[src/rtl/esp_pkg.sv]
package esp_pkg;

  // ----------------------------------------------------------------
  // sizes
  // ----------------------------------------------------------------
  localparam int N_LINES  = 8;
  localparam int N_PERIPH = 11;
  localparam int N_SRC    = 19;
  localparam int SRC_W    = 5;
  localparam int ADDR_W   = 12;
  localparam int DATA_W   = 32;

  // ----------------------------------------------------------------
  // register indices; byte address is four times the index
  // ----------------------------------------------------------------
  localparam logic [9:0] IDX_SENSE    = 10'h0F4;
  localparam logic [9:0] IDX_ENABLE   = 10'h0F5;
  localparam logic [9:0] IDX_PEND     = 10'h0F6;
  localparam logic [9:0] IDX_PRIO_A   = 10'h0F8;
  localparam logic [9:0] IDX_PRIO_B   = 10'h0F9;
  localparam logic [9:0] IDX_EVT_STAT = 10'h0FA;
  localparam logic [9:0] IDX_EVT_MASK = 10'h0FB;

  localparam logic [ADDR_W-1:0] ADR_SENSE    = {IDX_SENSE, 2'h0};
  localparam logic [ADDR_W-1:0] ADR_ENABLE   = {IDX_ENABLE, 2'h0};
  localparam logic [ADDR_W-1:0] ADR_PEND     = {IDX_PEND, 2'h0};
  localparam logic [ADDR_W-1:0] ADR_PRIO_A   = {IDX_PRIO_A, 2'h0};
  localparam logic [ADDR_W-1:0] ADR_PRIO_B   = {IDX_PRIO_B, 2'h0};
  localparam logic [ADDR_W-1:0] ADR_EVT_STAT = {IDX_EVT_STAT, 2'h0};
  localparam logic [ADDR_W-1:0] ADR_EVT_MASK = {IDX_EVT_MASK, 2'h0};

  // ----------------------------------------------------------------
  // reset values and field masks
  // ----------------------------------------------------------------
  localparam logic [7:0] RST_SENSE   = 8'h00;
  localparam logic [7:0] RST_ENABLE  = 8'h00;
  localparam logic [7:0] RST_PRIO    = 8'h00;
  localparam logic [7:0] RST_PEND    = 8'h00;
  localparam logic [7:0] RST_MASK    = 8'h00;
  localparam logic [7:0] RST_PINS    = 8'hFF;
  localparam logic [7:0] PRIO_B_BITS = 8'hFE;
  localparam logic [1:0] RESP_OKAY   = 2'h0;
  localparam logic [1:0] RESP_SLVERR = 2'h2;

  // ----------------------------------------------------------------
  // source ids: 0..7 are the pin lines, then peripheral lines
  // ----------------------------------------------------------------
  localparam logic [SRC_W-1:0] SRC_WDT  = 5'h08;
  localparam logic [SRC_W-1:0] SRC_RFSH = 5'h09;
  localparam logic [SRC_W-1:0] SRC_TMR1 = 5'h0A;
  localparam logic [SRC_W-1:0] SRC_TMR2 = 5'h0B;
  localparam logic [SRC_W-1:0] SRC_TMR3 = 5'h0C;
  localparam logic [SRC_W-1:0] SRC_TMR4 = 5'h0D;
  localparam logic [SRC_W-1:0] SRC_DMA0 = 5'h0E;
  localparam logic [SRC_W-1:0] SRC_DMA1 = 5'h0F;
  localparam logic [SRC_W-1:0] SRC_SER0 = 5'h10;
  localparam logic [SRC_W-1:0] SRC_SER1 = 5'h11;
  localparam logic [SRC_W-1:0] SRC_ADC  = 5'h12;

  // priority bit positions
  localparam int PA_LINE0 = 7;
  localparam int PA_LINE1 = 6;
  localparam int PA_L23   = 5;
  localparam int PA_L47   = 4;
  localparam int PA_WDT   = 3;
  localparam int PA_TMR1  = 1;
  localparam int PA_TMR2  = 0;
  localparam int PB_TMR3  = 7;
  localparam int PB_TMR4  = 6;
  localparam int PB_DMA0  = 5;
  localparam int PB_DMA1  = 4;
  localparam int PB_SER0  = 3;
  localparam int PB_SER1  = 2;
  localparam int PB_ADC   = 1;

  // priority level of one source from the two priority registers
  function automatic logic esp_src_level(input logic [SRC_W-1:0] src,
                                         input logic [7:0] pa,
                                         input logic [7:0] pb);
    logic lv;
    lv = 1'b0;
    case (src)
      5'h00: lv = pa[PA_LINE0];
      5'h01: lv = pa[PA_LINE1];
      5'h02, 5'h03: lv = pa[PA_L23];
      5'h04, 5'h05, 5'h06, 5'h07: lv = pa[PA_L47];
      SRC_WDT, SRC_RFSH: lv = pa[PA_WDT];
      SRC_TMR1: lv = pa[PA_TMR1];
      SRC_TMR2: lv = pa[PA_TMR2];
      SRC_TMR3: lv = pb[PB_TMR3];
      SRC_TMR4: lv = pb[PB_TMR4];
      SRC_DMA0: lv = pb[PB_DMA0];
      SRC_DMA1: lv = pb[PB_DMA1];
      SRC_SER0: lv = pb[PB_SER0];
      SRC_SER1: lv = pb[PB_SER1];
      SRC_ADC:  lv = pb[PB_ADC];
      default:  lv = 1'b0;
    endcase
    return lv;
  endfunction : esp_src_level

  // ----------------------------------------------------------------
  // carriers
  // ----------------------------------------------------------------
  typedef struct packed {
    logic              awvalid;
    logic [ADDR_W-1:0] awaddr;
    logic              wvalid;
    logic [DATA_W-1:0] wdata;
    logic [3:0]        wstrb;
    logic              bready;
    logic              arvalid;
    logic [ADDR_W-1:0] araddr;
    logic              rready;
  } esp_axi_req_t;

  typedef struct packed {
    logic              awready;
    logic              wready;
    logic              bvalid;
    logic [1:0]        bresp;
    logic              arready;
    logic              rvalid;
    logic [DATA_W-1:0] rdata;
    logic [1:0]        rresp;
  } esp_axi_rsp_t;

  typedef struct packed {
    logic             valid;
    logic [SRC_W-1:0] src;
    logic             level;
  } esp_cpu_req_t;

  typedef struct packed {
    logic             valid;
    logic [SRC_W-1:0] src;
  } esp_exc_t;

  typedef struct packed {
    logic [7:0]        sense;
    logic [7:0]        enable;
    logic [7:0]        prio_a;
    logic [7:0]        prio_b;
    logic [7:0]        pend;
    logic [7:0]        armed;
    logic [7:0]        pin_prev;
    logic [7:0]        evt_stat;
    logic [7:0]        evt_mask;
    logic              aw_v;
    logic [ADDR_W-1:0] aw_a;
    logic              w_v;
    logic [DATA_W-1:0] w_d;
    logic [3:0]        w_s;
    logic              b_v;
    logic [1:0]        b_r;
    logic              r_v;
    logic [DATA_W-1:0] r_d;
    logic [1:0]        r_r;
    logic              cpu_v;
    logic [SRC_W-1:0]  cpu_src;
    logic              cpu_lvl;
    logic              irq;
  } esp_state_t;

  localparam esp_state_t ST_RST = '{sense: RST_SENSE, enable: RST_ENABLE,
                                    prio_a: RST_PRIO, prio_b: RST_PRIO,
                                    pend: RST_PEND, pin_prev: RST_PINS,
                                    evt_mask: RST_MASK, default: '0};

endpackage : esp_pkg

[src/rtl/esp_prio_select.sv]
`timescale 1ns/10ps
module esp_prio_select (
  input  wire logic [esp_pkg::N_SRC-1:0] elig,
  input  wire logic [esp_pkg::N_SRC-1:0] level,
  output logic                           found,
  output logic [esp_pkg::SRC_W-1:0]      src,
  output logic                           lvl
);

  logic [esp_pkg::N_SRC-1:0] hi_vec;
  logic [esp_pkg::N_SRC-1:0] pick_vec;

  // per-source high-level qualification
  genvar g;
  generate
    for (g = 0; g < esp_pkg::N_SRC; g++)
    begin : g_hi
      assign hi_vec[g] = elig[g] & level[g];
    end
  endgenerate

  // any level-1 source shuts out all level-0 ones
  assign pick_vec = (|hi_vec) ? hi_vec : elig;

  // fixed order: the lowest id wins inside the chosen level
  always_comb
  begin
    found = |pick_vec;
    lvl   = |hi_vec;
    src   = '0;
    for (int i = esp_pkg::N_SRC - 1; i >= 0; i--)
    begin
      if (pick_vec[i])
      begin
        src = i[esp_pkg::SRC_W-1:0];
      end
    end
  end

endmodule : esp_prio_select

[src/rtl/esp_irq_ctrl.sv]
`timescale 1ns/10ps

module esp_irq_ctrl (
  input  wire logic                              aclk,
  input  wire logic                              aresetn,
  input  wire esp_pkg::esp_axi_req_t             axi_req,
  output esp_pkg::esp_axi_rsp_t                  axi_rsp,
  input  wire logic [esp_pkg::N_LINES-1:0]       ext_req_n,
  input  wire logic [esp_pkg::N_PERIPH-1:0]      periph_req,
  input  wire esp_pkg::esp_exc_t                 exc_done,
  output esp_pkg::esp_cpu_req_t                  cpu_req,
  output logic                                   irq
);

  // ----------------------------------------------------------------
  // state and helpers
  // ----------------------------------------------------------------
  esp_pkg::esp_state_t st_q;
  esp_pkg::esp_state_t st_d;

  logic [7:0]                    lvl_hit;
  logic [7:0]                    edge_hit;
  logic [7:0]                    set_vec;
  logic [7:0]                    ack_vec;
  logic [7:0]                    clr_ack;
  logic [7:0]                    clr_sw;
  logic [7:0]                    elig_ext;
  logic [esp_pkg::N_SRC-1:0]     elig;
  logic [esp_pkg::N_SRC-1:0]     lvl_vec;
  logic                          sel_found;
  logic [esp_pkg::SRC_W-1:0]     sel_src;
  logic                          sel_lvl;
  logic                          wr_fire;
  logic                          ar_hs;
  logic                          hi_any;

  // ----------------------------------------------------------------
  // pin sensing
  // ----------------------------------------------------------------
  // low level or high-to-low step, chosen per line
  assign lvl_hit  = ~st_q.sense & ~ext_req_n;
  assign edge_hit = st_q.sense & st_q.pin_prev & ~ext_req_n;
  assign set_vec  = lvl_hit | edge_hit;

  // exception-handling clears; level lines need the pin back high
  genvar g;
  generate
    for (g = 0; g < esp_pkg::N_LINES; g++)
    begin : g_ack
      assign ack_vec[g] = exc_done.valid && (exc_done.src == esp_pkg::SRC_W'(g));
    end
  endgenerate
  assign clr_ack = ack_vec & ((~st_q.sense & ext_req_n) | st_q.sense);

  // software clear: only armed bits written with 0, ones are ignored
  assign wr_fire = st_q.aw_v && st_q.w_v && !st_q.b_v;
  assign clr_sw  = (wr_fire && st_q.aw_a == esp_pkg::ADR_PEND && st_q.w_s[0])
                   ? (st_q.armed & ~st_q.w_d[7:0]) : 8'h00;

  // ----------------------------------------------------------------
  // request selection
  // ----------------------------------------------------------------
  // pin lines reach the cpu only with flag and enable both set
  assign elig_ext = st_q.pend & st_q.enable;
  assign elig     = {periph_req, elig_ext};

  // level of every source from the priority registers
  generate
    for (g = 0; g < esp_pkg::N_SRC; g++)
    begin : g_lvl
      assign lvl_vec[g] = esp_pkg::esp_src_level(esp_pkg::SRC_W'(g),
                                                 st_q.prio_a, st_q.prio_b);
    end
  endgenerate
  assign hi_any = |(elig & lvl_vec);

  esp_prio_select u_sel (
    .elig  (elig),
    .level (lvl_vec),
    .found (sel_found),
    .src   (sel_src),
    .lvl   (sel_lvl)
  );

  // ----------------------------------------------------------------
  // next state
  // ----------------------------------------------------------------
  assign ar_hs = axi_req.arvalid && !st_q.r_v;

  // one process for registers, flags, bus and request
  always_comb
  begin
    st_d          = st_q;
    st_d.pin_prev = ext_req_n;

    // set wins over any clear in the same cycle
    st_d.pend     = (st_q.pend & ~(clr_sw | clr_ack)) | set_vec;
    st_d.evt_stat = st_q.evt_stat | (set_vec & ~st_q.pend);

    // write address and data are taken in either order
    if (axi_req.awvalid && !st_q.aw_v && !st_q.b_v)
    begin
      st_d.aw_v = 1'b1;
      st_d.aw_a = axi_req.awaddr;
    end
    if (axi_req.wvalid && !st_q.w_v && !st_q.b_v)
    begin
      st_d.w_v = 1'b1;
      st_d.w_d = axi_req.wdata;
      st_d.w_s = axi_req.wstrb;
    end

    // register write once both halves are held
    if (wr_fire)
    begin
      st_d.aw_v = 1'b0;
      st_d.w_v  = 1'b0;
      st_d.b_v  = 1'b1;
      st_d.b_r  = esp_pkg::RESP_OKAY;
      case (st_q.aw_a)
        esp_pkg::ADR_SENSE:
          if (st_q.w_s[0]) st_d.sense = st_q.w_d[7:0];
        esp_pkg::ADR_ENABLE:
          if (st_q.w_s[0]) st_d.enable = st_q.w_d[7:0];
        esp_pkg::ADR_PEND:
          st_d.armed = 8'h00;
        esp_pkg::ADR_PRIO_A:
          if (st_q.w_s[0]) st_d.prio_a = st_q.w_d[7:0];
        esp_pkg::ADR_PRIO_B:
          if (st_q.w_s[0]) st_d.prio_b = st_q.w_d[7:0] & esp_pkg::PRIO_B_BITS;
        esp_pkg::ADR_EVT_STAT:
          if (st_q.w_s[0])
            st_d.evt_stat = (st_q.evt_stat & ~st_q.w_d[7:0]) | (set_vec & ~st_q.pend);
        esp_pkg::ADR_EVT_MASK:
          if (st_q.w_s[0]) st_d.evt_mask = st_q.w_d[7:0];
        default:
          st_d.b_r = esp_pkg::RESP_SLVERR;
      endcase
    end
    if (st_q.b_v && axi_req.bready)
    begin
      st_d.b_v = 1'b0;
    end

    // read data captured at the address handshake
    if (ar_hs)
    begin
      st_d.r_v = 1'b1;
      st_d.r_r = esp_pkg::RESP_OKAY;
      st_d.r_d = '0;
      case (axi_req.araddr)
        esp_pkg::ADR_SENSE:    st_d.r_d[7:0] = st_q.sense;
        esp_pkg::ADR_ENABLE:   st_d.r_d[7:0] = st_q.enable;
        esp_pkg::ADR_PEND:
        begin
          st_d.r_d[7:0] = st_q.pend;
          st_d.armed    = st_q.armed | st_q.pend;
        end
        esp_pkg::ADR_PRIO_A:   st_d.r_d[7:0] = st_q.prio_a;
        esp_pkg::ADR_PRIO_B:   st_d.r_d[7:0] = st_q.prio_b;
        esp_pkg::ADR_EVT_STAT: st_d.r_d[7:0] = st_q.evt_stat;
        esp_pkg::ADR_EVT_MASK: st_d.r_d[7:0] = st_q.evt_mask;
        default:               st_d.r_r = esp_pkg::RESP_SLVERR;
      endcase
    end
    else if (st_q.r_v && axi_req.rready)
    begin
      st_d.r_v = 1'b0;
    end

    // a flag cleared by handling must be read again before a 0 write
    st_d.armed   = st_d.armed & st_d.pend;

    // request to the cpu, one cycle behind the flags
    st_d.cpu_v   = sel_found;
    st_d.cpu_src = sel_src;
    st_d.cpu_lvl = sel_lvl;
    st_d.irq     = |(st_d.evt_stat & st_d.evt_mask);
  end

  // synchronous active-low reset
  always_ff @(posedge aclk)
  begin
    if (!aresetn)
      st_q <= esp_pkg::ST_RST;
    else
      st_q <= st_d;
  end

  // ----------------------------------------------------------------
  // outputs
  // ----------------------------------------------------------------
  // handshakes combinational, data from flops
  assign axi_rsp.awready = !st_q.aw_v && !st_q.b_v;
  assign axi_rsp.wready  = !st_q.w_v && !st_q.b_v;
  assign axi_rsp.bvalid  = st_q.b_v;
  assign axi_rsp.bresp   = st_q.b_r;
  assign axi_rsp.arready = !st_q.r_v;
  assign axi_rsp.rvalid  = st_q.r_v;
  assign axi_rsp.rdata   = st_q.r_d;
  assign axi_rsp.rresp   = st_q.r_r;
  assign cpu_req.valid   = st_q.cpu_v;
  assign cpu_req.src     = st_q.cpu_src;
  assign cpu_req.level   = st_q.cpu_lvl;
  assign irq             = st_q.irq;
endmodule : esp_irq_ctrl

[config.mk]
export PLATFORM = sky130hd
export DESIGN_NAME = esp_irq_ctrl
export DESIGN_NICKNAME = d
export VERILOG_FILES = /design/src/rtl/esp_pkg.sv /design/src/rtl/esp_prio_select.sv /design/src/rtl/esp_irq_ctrl.sv
export SDC_FILE = /design/constraint.sdc
export NUM_CORES = 1
export LEC_CHECK = 0
export BUFFER_PORTS_ARGS = -buffer_cell sky130_fd_sc_hd__buf_4
export CAP_MARGIN = 20
export CORE_ASPECT_RATIO = 1.1
export CORE_MARGIN = 1.5
export CORE_UTILIZATION = 40
export DETAILED_ROUTE_END_ITERATION = 12
export RECOVER_POWER = 25
export SYNTH_ARGS = -nofsm -noshare
export SYNTH_HDL_FRONTEND = slang
export SYNTH_HIERARCHICAL = 1
export SYNTH_SLANG_ARGS = --single-unit
[constraint.sdc]
create_clock -name aclk -period 4 [get_ports aclk]
set_input_delay 0.4 -clock aclk [delete_from_list [all_inputs] [get_ports aclk]]
set_output_delay 0.4 -clock aclk [all_outputs]
set_load 0.02 [all_outputs]
Yosys cells after proc, flatten, opt, wreduce, memory -nomap -nowiden
Index checks and enable logic that the tools add are counted.
Widths: inputs -> output; s select.
{ "word_totals": {"reg_bits": 116, "latch_bits": 0, "ram_bits": 0, "mem_bits_ro": 0, "input_bits": 92, "out_inout_bits": 49, "wordCells": 170, "n_memories": 0} }
{ "classes": {"n_addsub": 0, "n_mul": 0, "div": 0, "n_lt_le_gt_ge": 0, "eq_ne": 21, "shift": 0, "muxes": 35, "bitwise_logic": 44, "n_reduce_logical": 43} }
{ "op_table": {"columns": ["cell", "n"], "rows": [
  ["$eq 12x10->1 const B", 14],
  ["$and 8x8->8", 12],
  ["$mux 8", 9],
  ["$or 8x8->8", 7],
  ["$pmux 8 s7", 1],
  ["$not 8->8", 5],
  ["$reduce_or 19->1", 2],
  ["$mux 4", 8],
  ["$logic_and 1x1->1", 21],
  ["$eq 5x3->1 const B", 4],
  ["$and 1x1->1", 19],
  ["$mux 19", 1],
  ["$mux 17", 1],
  ["$reduce_or 17->1", 1],
  ["$mux 5", 3],
  ["$reduce_or 7->1", 2],
  ["$mux 13", 1],
  ["$mux 3", 4],
  ["$reduce_and 3->1", 4],
  ["$eq 5x2->1 const B", 2],
  ["$reduce_or 9->1", 1],
  ["$mux 2", 4],
  ["$reduce_or 8->1", 1],
  ["$reduce_or 2->1", 3],
  ["other kinds (8)", 13]
]} }

Longest topological paths before layout
{ "logic_depth": {"word_depth": 22, "ltp_mapped": 11, "ltp_nobuf": 9} }

Modules after synthesis
The synthesis kept the hierarchy.
{ "by_module_without_submodules": {"columns": ["module", "n_inst", "cells_each", "area_each_um2", "seq_area_each_um2"], "rows": [
  ["esp_irq_ctrl", 1, 660, 5863.1, 2282.2],
  ["esp_prio_select", 1, 107, 715.7, 0.0]
]} }

Worst setup path after synthesis
Ideal clock, no wire load.
{ "synth_path": {"path_kind": "flip-flop to flip-flop", "from": "reg st_q[133] (netlist bit)", "to": "reg st_q (netlist bit cpu_req[5])", "setup_time_ns": 0.060, "arrival_time_ns": 2.288, "t_required_ns": 3.940, "slack_ns": 1.652, "stages_incl_launch_ff": 11, "path_buffers": 1, "period_less_slack_ns": 2.348, "path_cell_list": "dfxtp_1 > and2_1 > nand2_1 > and4_1 > and3_4 > buf_6 > a31oi_4 > o2111ai_1 > or4b_4 > nor3b_2 > and2_1"} }
{ "synth_via": {"elab_chain_cells": 7, "word_cells_on_any_way": 8, "cone_classes": "4 x mux; 2 x bitwise; 2 x reduce/logical"} }
{ "synth_lines": {"columns": ["element", "line_no", "source"], "rows": [
  ["start: declaration", "esp_irq_ctrl.sv:18", "esp_pkg::esp_state_t st_q;"],
  ["start signal: assignment", "esp_irq_ctrl.sv:185", "st_q <= esp_pkg::ST_RST;"],
  ["start signal: assignment", "esp_irq_ctrl.sv:187", "st_q <= st_d;"],
  ["$and 8x8->8 *", "esp_irq_ctrl.sv:64", "assign elig_ext = st_q.pend & st_q.enable;"],
  ["net elig_ext[5]", "esp_irq_ctrl.sv:27", "logic [7:0] elig_ext;"],
  ["$and 1x1->1", "esp_prio_select.sv:18", "assign hi_vec[g] = elig[g] & level[g];"],
  ["$reduce_or 19->1", "esp_prio_select.sv:23", "assign pick_vec = (|hi_vec) ? hi_vec : elig;"],
  ["$mux 19 *", "esp_prio_select.sv:23", null],
  ["$mux 5 (3 in a row)", "esp_prio_select.sv:33", "if (pick_vec[i])"]
]} }
Mark *: on every way through the listed nets, which the timed path passes. The rest lies on a longest branch.
A chain may end at the register's enable or synchronous reset.

Worst setup path in the final report
{ "layout_path": {"from": "reg st_q[130] (netlist bit)", "to": "reg st_q (netlist bit cpu_req[5])"} }
Same word-level chain as after synthesis.

==> impl_summary.log <==
[metrics] count of vias placed by the detailed router: 5679
[metrics] CTS root buffer: clkbuf_16
[metrics] routed length per placed instance: 17.85 microns
[metrics] number of sinks handled by clock tree synthesis: 114
[metrics] Total Die Area: 17230 sq um
[metrics] clock period minus final worst setup slack: 2.933 ns
[metrics] kind of end point of the critical path: register
[metrics] Inserted Clock Buffers: 17
[metrics] max-cap viol count: 1
[metrics] final antenna-violating net count: 0
[metrics] final design area excluding fillers: 7621 sq um
[metrics] leakage: 2.878 nW
[metrics] share of Yosys cell area claimed by the top area cell type: 0.3469
[metrics] leading post-synthesis cells by instance count: 114 x dfxtp_1, 74 x nand2_1, 51 x mux2i_1
[metrics] I/O pin cnt: 141
[metrics] result of the run: complete, but fails checks
[metrics] drt pass-1 iters: 7
[metrics] wire length reported by the detailed router: 18410 microns
[metrics] Post-synth ARST share: 0
[metrics] iteration-0 DRC count of the detailed router: 327
[metrics] wire length of the first global-routing pass: 28990 microns
[metrics] worst hold-check path type: in2reg
[metrics] floorplan row count: 49
[metrics] maximum number of buffers from clock root to sink: 2
[metrics] Post-Route Setup TNS: 0 ns
[metrics] count of final max-slew check failures: 106
[metrics] effective utilization at floorplan: 0.4049
[metrics] clock tree from TritonCTS: built
[metrics] Post-synth EDFFs: 0
[metrics] Cells after Synth: 767
[metrics] placer's final routability congestion estimate: 0.9349
[metrics] dominant cell by count in the synthesized netlist: dfxtp_1
[metrics] cell taking the most area after synthesis: dfxtp_1
[metrics] Area Overhead vs Synth: 15.84%
[metrics] Synth Warn #: 6
[metrics] dominant register cell in the synthesized netlist: dfxtp_1
[metrics] final setup violation count: 0
[metrics] sequential-to-total area share from yosys stat: 0.3469
[metrics] placement-stage cell area: 7082 sq um
[metrics] clock latency of the later-clocked register in the worst-skew pair: 0.42 ns
[metrics] Worst EP required: 4.36 ns
[metrics] Cell variety after synth: 78
[metrics] Power Dens Cells: 404.6 nW/um^2
[metrics] number of nets in the layout: 907
[metrics] Detail Placement HPWL: 13900 microns
[metrics] pin count of the biggest net entering global routing: 106
[metrics] total count of hold-check failures in the final report: 0
[metrics] number of resized instances in the post-cts repair step: 0
[metrics] IR Drop Worst-Case VDD: 0.2446 mV
[metrics] H-tree lvl count: 4
[metrics] Die Height: 137.5 microns
[metrics] Core ar.: 16250 sq um
[metrics] total overflow reported by the global router: 0
[metrics] maximum fanout count along the critical path: 22
[metrics] share of final-layout standard cells stronger than drive strength 1: 0.1632
[metrics] port bufs: 87
[metrics] slew margin rel.: -0.1909
[metrics] top cells by area, synth: dfxtp_1 35%, mux2i_1 7.8%, buf_4 5.5%, nor2b_1 4.8%, nand2_1 4.2%
[metrics] WP data arrival: 3.29 ns
[metrics] final worst-path cycle share: 0.7333
[metrics] area of the mapped netlist: 6579 sq um
[metrics] number of hold-repair buffers added at the cts stage: 0
[metrics] clock transition at the registers of the reported paths: 0.05 ns
[metrics] vias in the first global route: 5400
[metrics] global router's overall resource usage: 0.2171
[metrics] Worst Hold Margin: 0.2059 ns
[metrics] antenna diode instance count: 0
[metrics] width of the die: 125.3 microns
[metrics] WS Path Type: reg2reg
[metrics] number of synthesized register bits: 114
[metrics] Worst Clk Skew: 0.009520 ns
[metrics] total setup buffers inserted after CTS: 0
[metrics] failing checks: capacitance limit, slew limit
[metrics] minimum setup slack among reg-to-reg paths: 1.07 ns
[metrics] RSZ-0062 raised after global routing: no
[metrics] kind of start point of the critical path: register
[metrics] antenna violations before repair: 0
[metrics] routed via count divided by cell count: 5.508
[metrics] max frequency: 340.9 MHz
[metrics] Avg Inst Size Synth: 8.577 sq um
[metrics] number of DRC violations after detailed routing: 0
[metrics] Worst Tran Pin Value: 1.786 ns
==> logic make-up after synthesis <==
group           after synthesis  share of synthesized area
compound gates              198                     0.2195
buf+inv                     113                    0.09509
flops                       114                     0.3469
mux                          53                    0.08102
other cells                   1                  0.0005700
simple gates                288                     0.2569
==> through the flow <==
stage,utilization,setup WS (ns),power (mW),instances
6_report,0.4691,1.067,3.084,1031
5_1_grt,0.4691,0.9861,3.198,1031
4_1_cts,0.4734,1.112,3.102,1031
3_5_place_dp,0.4359,1.150,1.534,1000
3_3_place_gp,0.4359,1.108,1.524,1000
2_1_floorplan,-,1.652,1.440,792
==> area by class of cell <==
class | instances | area [sq um]
clock inverter | 10 | 158.9
inverter | 28 | 105.1
tap | 204 | 255.2
fill | 1572 | 8626
timing repair buffer | 89 | 598.1
sequential | 114 | 2282
clock buffer | 21 | 450.4
multi-input combinational | 565 | 3771
==> worst max-delay path, cell delays in order, from the launching register on <==
cell       delay [ns]
dfxtp_1          0.44
and2_1           0.32
a22o_1           0.19
nor3_1           0.06
and2_4           0.25
a31oi_1          0.38
o2111ai_1        0.31
or4b_4           0.62
nor3b_2          0.16
and2_1           0.13
==> sequential cells by signal (all words and copies together), names as in the netlist <==
signal	flops
st_q	80
axi_rsp	12
lvl_vec	14
irq	1
cpu_req	7
==> cells in the final DEF, fill, tap and decap left out, types with 3 or more instances in the layout <==
cell type	synthesis	layout
dfxtp_1	114	114
nand2_1	74	74
buf_4	48	70
mux2i_1	51	51
nor2b_1	50	50
nor2_1	37	37
a21boi_0	35	35
and2_1	30	30
inv_1	27	27
conb_1	1	26
a21oi_1	24	24
clkbuf_1	25	21
o21a_1	19	19
clkbuf_16	0	17
nor3_1	16	16
o21ai_0	16	16
nand2b_1	15	15
o31ai_1	15	15
a31oi_1	15	15
o22ai_1	11	11
o211ai_1	9	9
nand3_1	9	9
nand4_1	8	8
nor3b_1	8	8
o311ai_0	8	8
a31o_2	6	6
or2_2	5	5
o32ai_1	5	5
a22oi_1	5	5
nor4_4	4	4
and4b_1	4	4
bufinv_16	0	4
a211oi_1	4	4
and4_1	3	3
clkinv_2	0	3
==> layer usage <==
layer  global-route usage  vias to the layer above  part of all wire
met4              0.08902                        0             0.028
met2               0.3682                      171              0.49
met3              0.04544                       29             0.039
li1                     -                     2781                 -
met5                    0                        -                 0
met1               0.2701                     2698              0.44
==> power by group <==
part / internal (mW) / leakage (nW) / switching, mW
combinational: 0.124 / 1.65 / 0.159
sequential: 1.18 / 0.931 / 0.0532
clock: 1.05 / 0.293 / 0.522
total: 2.35 / 2.88 / 0.734
==> final timing paths <==
kind                start  cells after the start         end
max             st_q[130]                      9  cpu_req[5]
min          ext_req_n[1]                      2   st_q[113]
max reg2reg     st_q[130]                      9  cpu_req[5]
min reg2reg      st_q[89]                      2    st_q[89]
(Power assumes the default switching activity.)
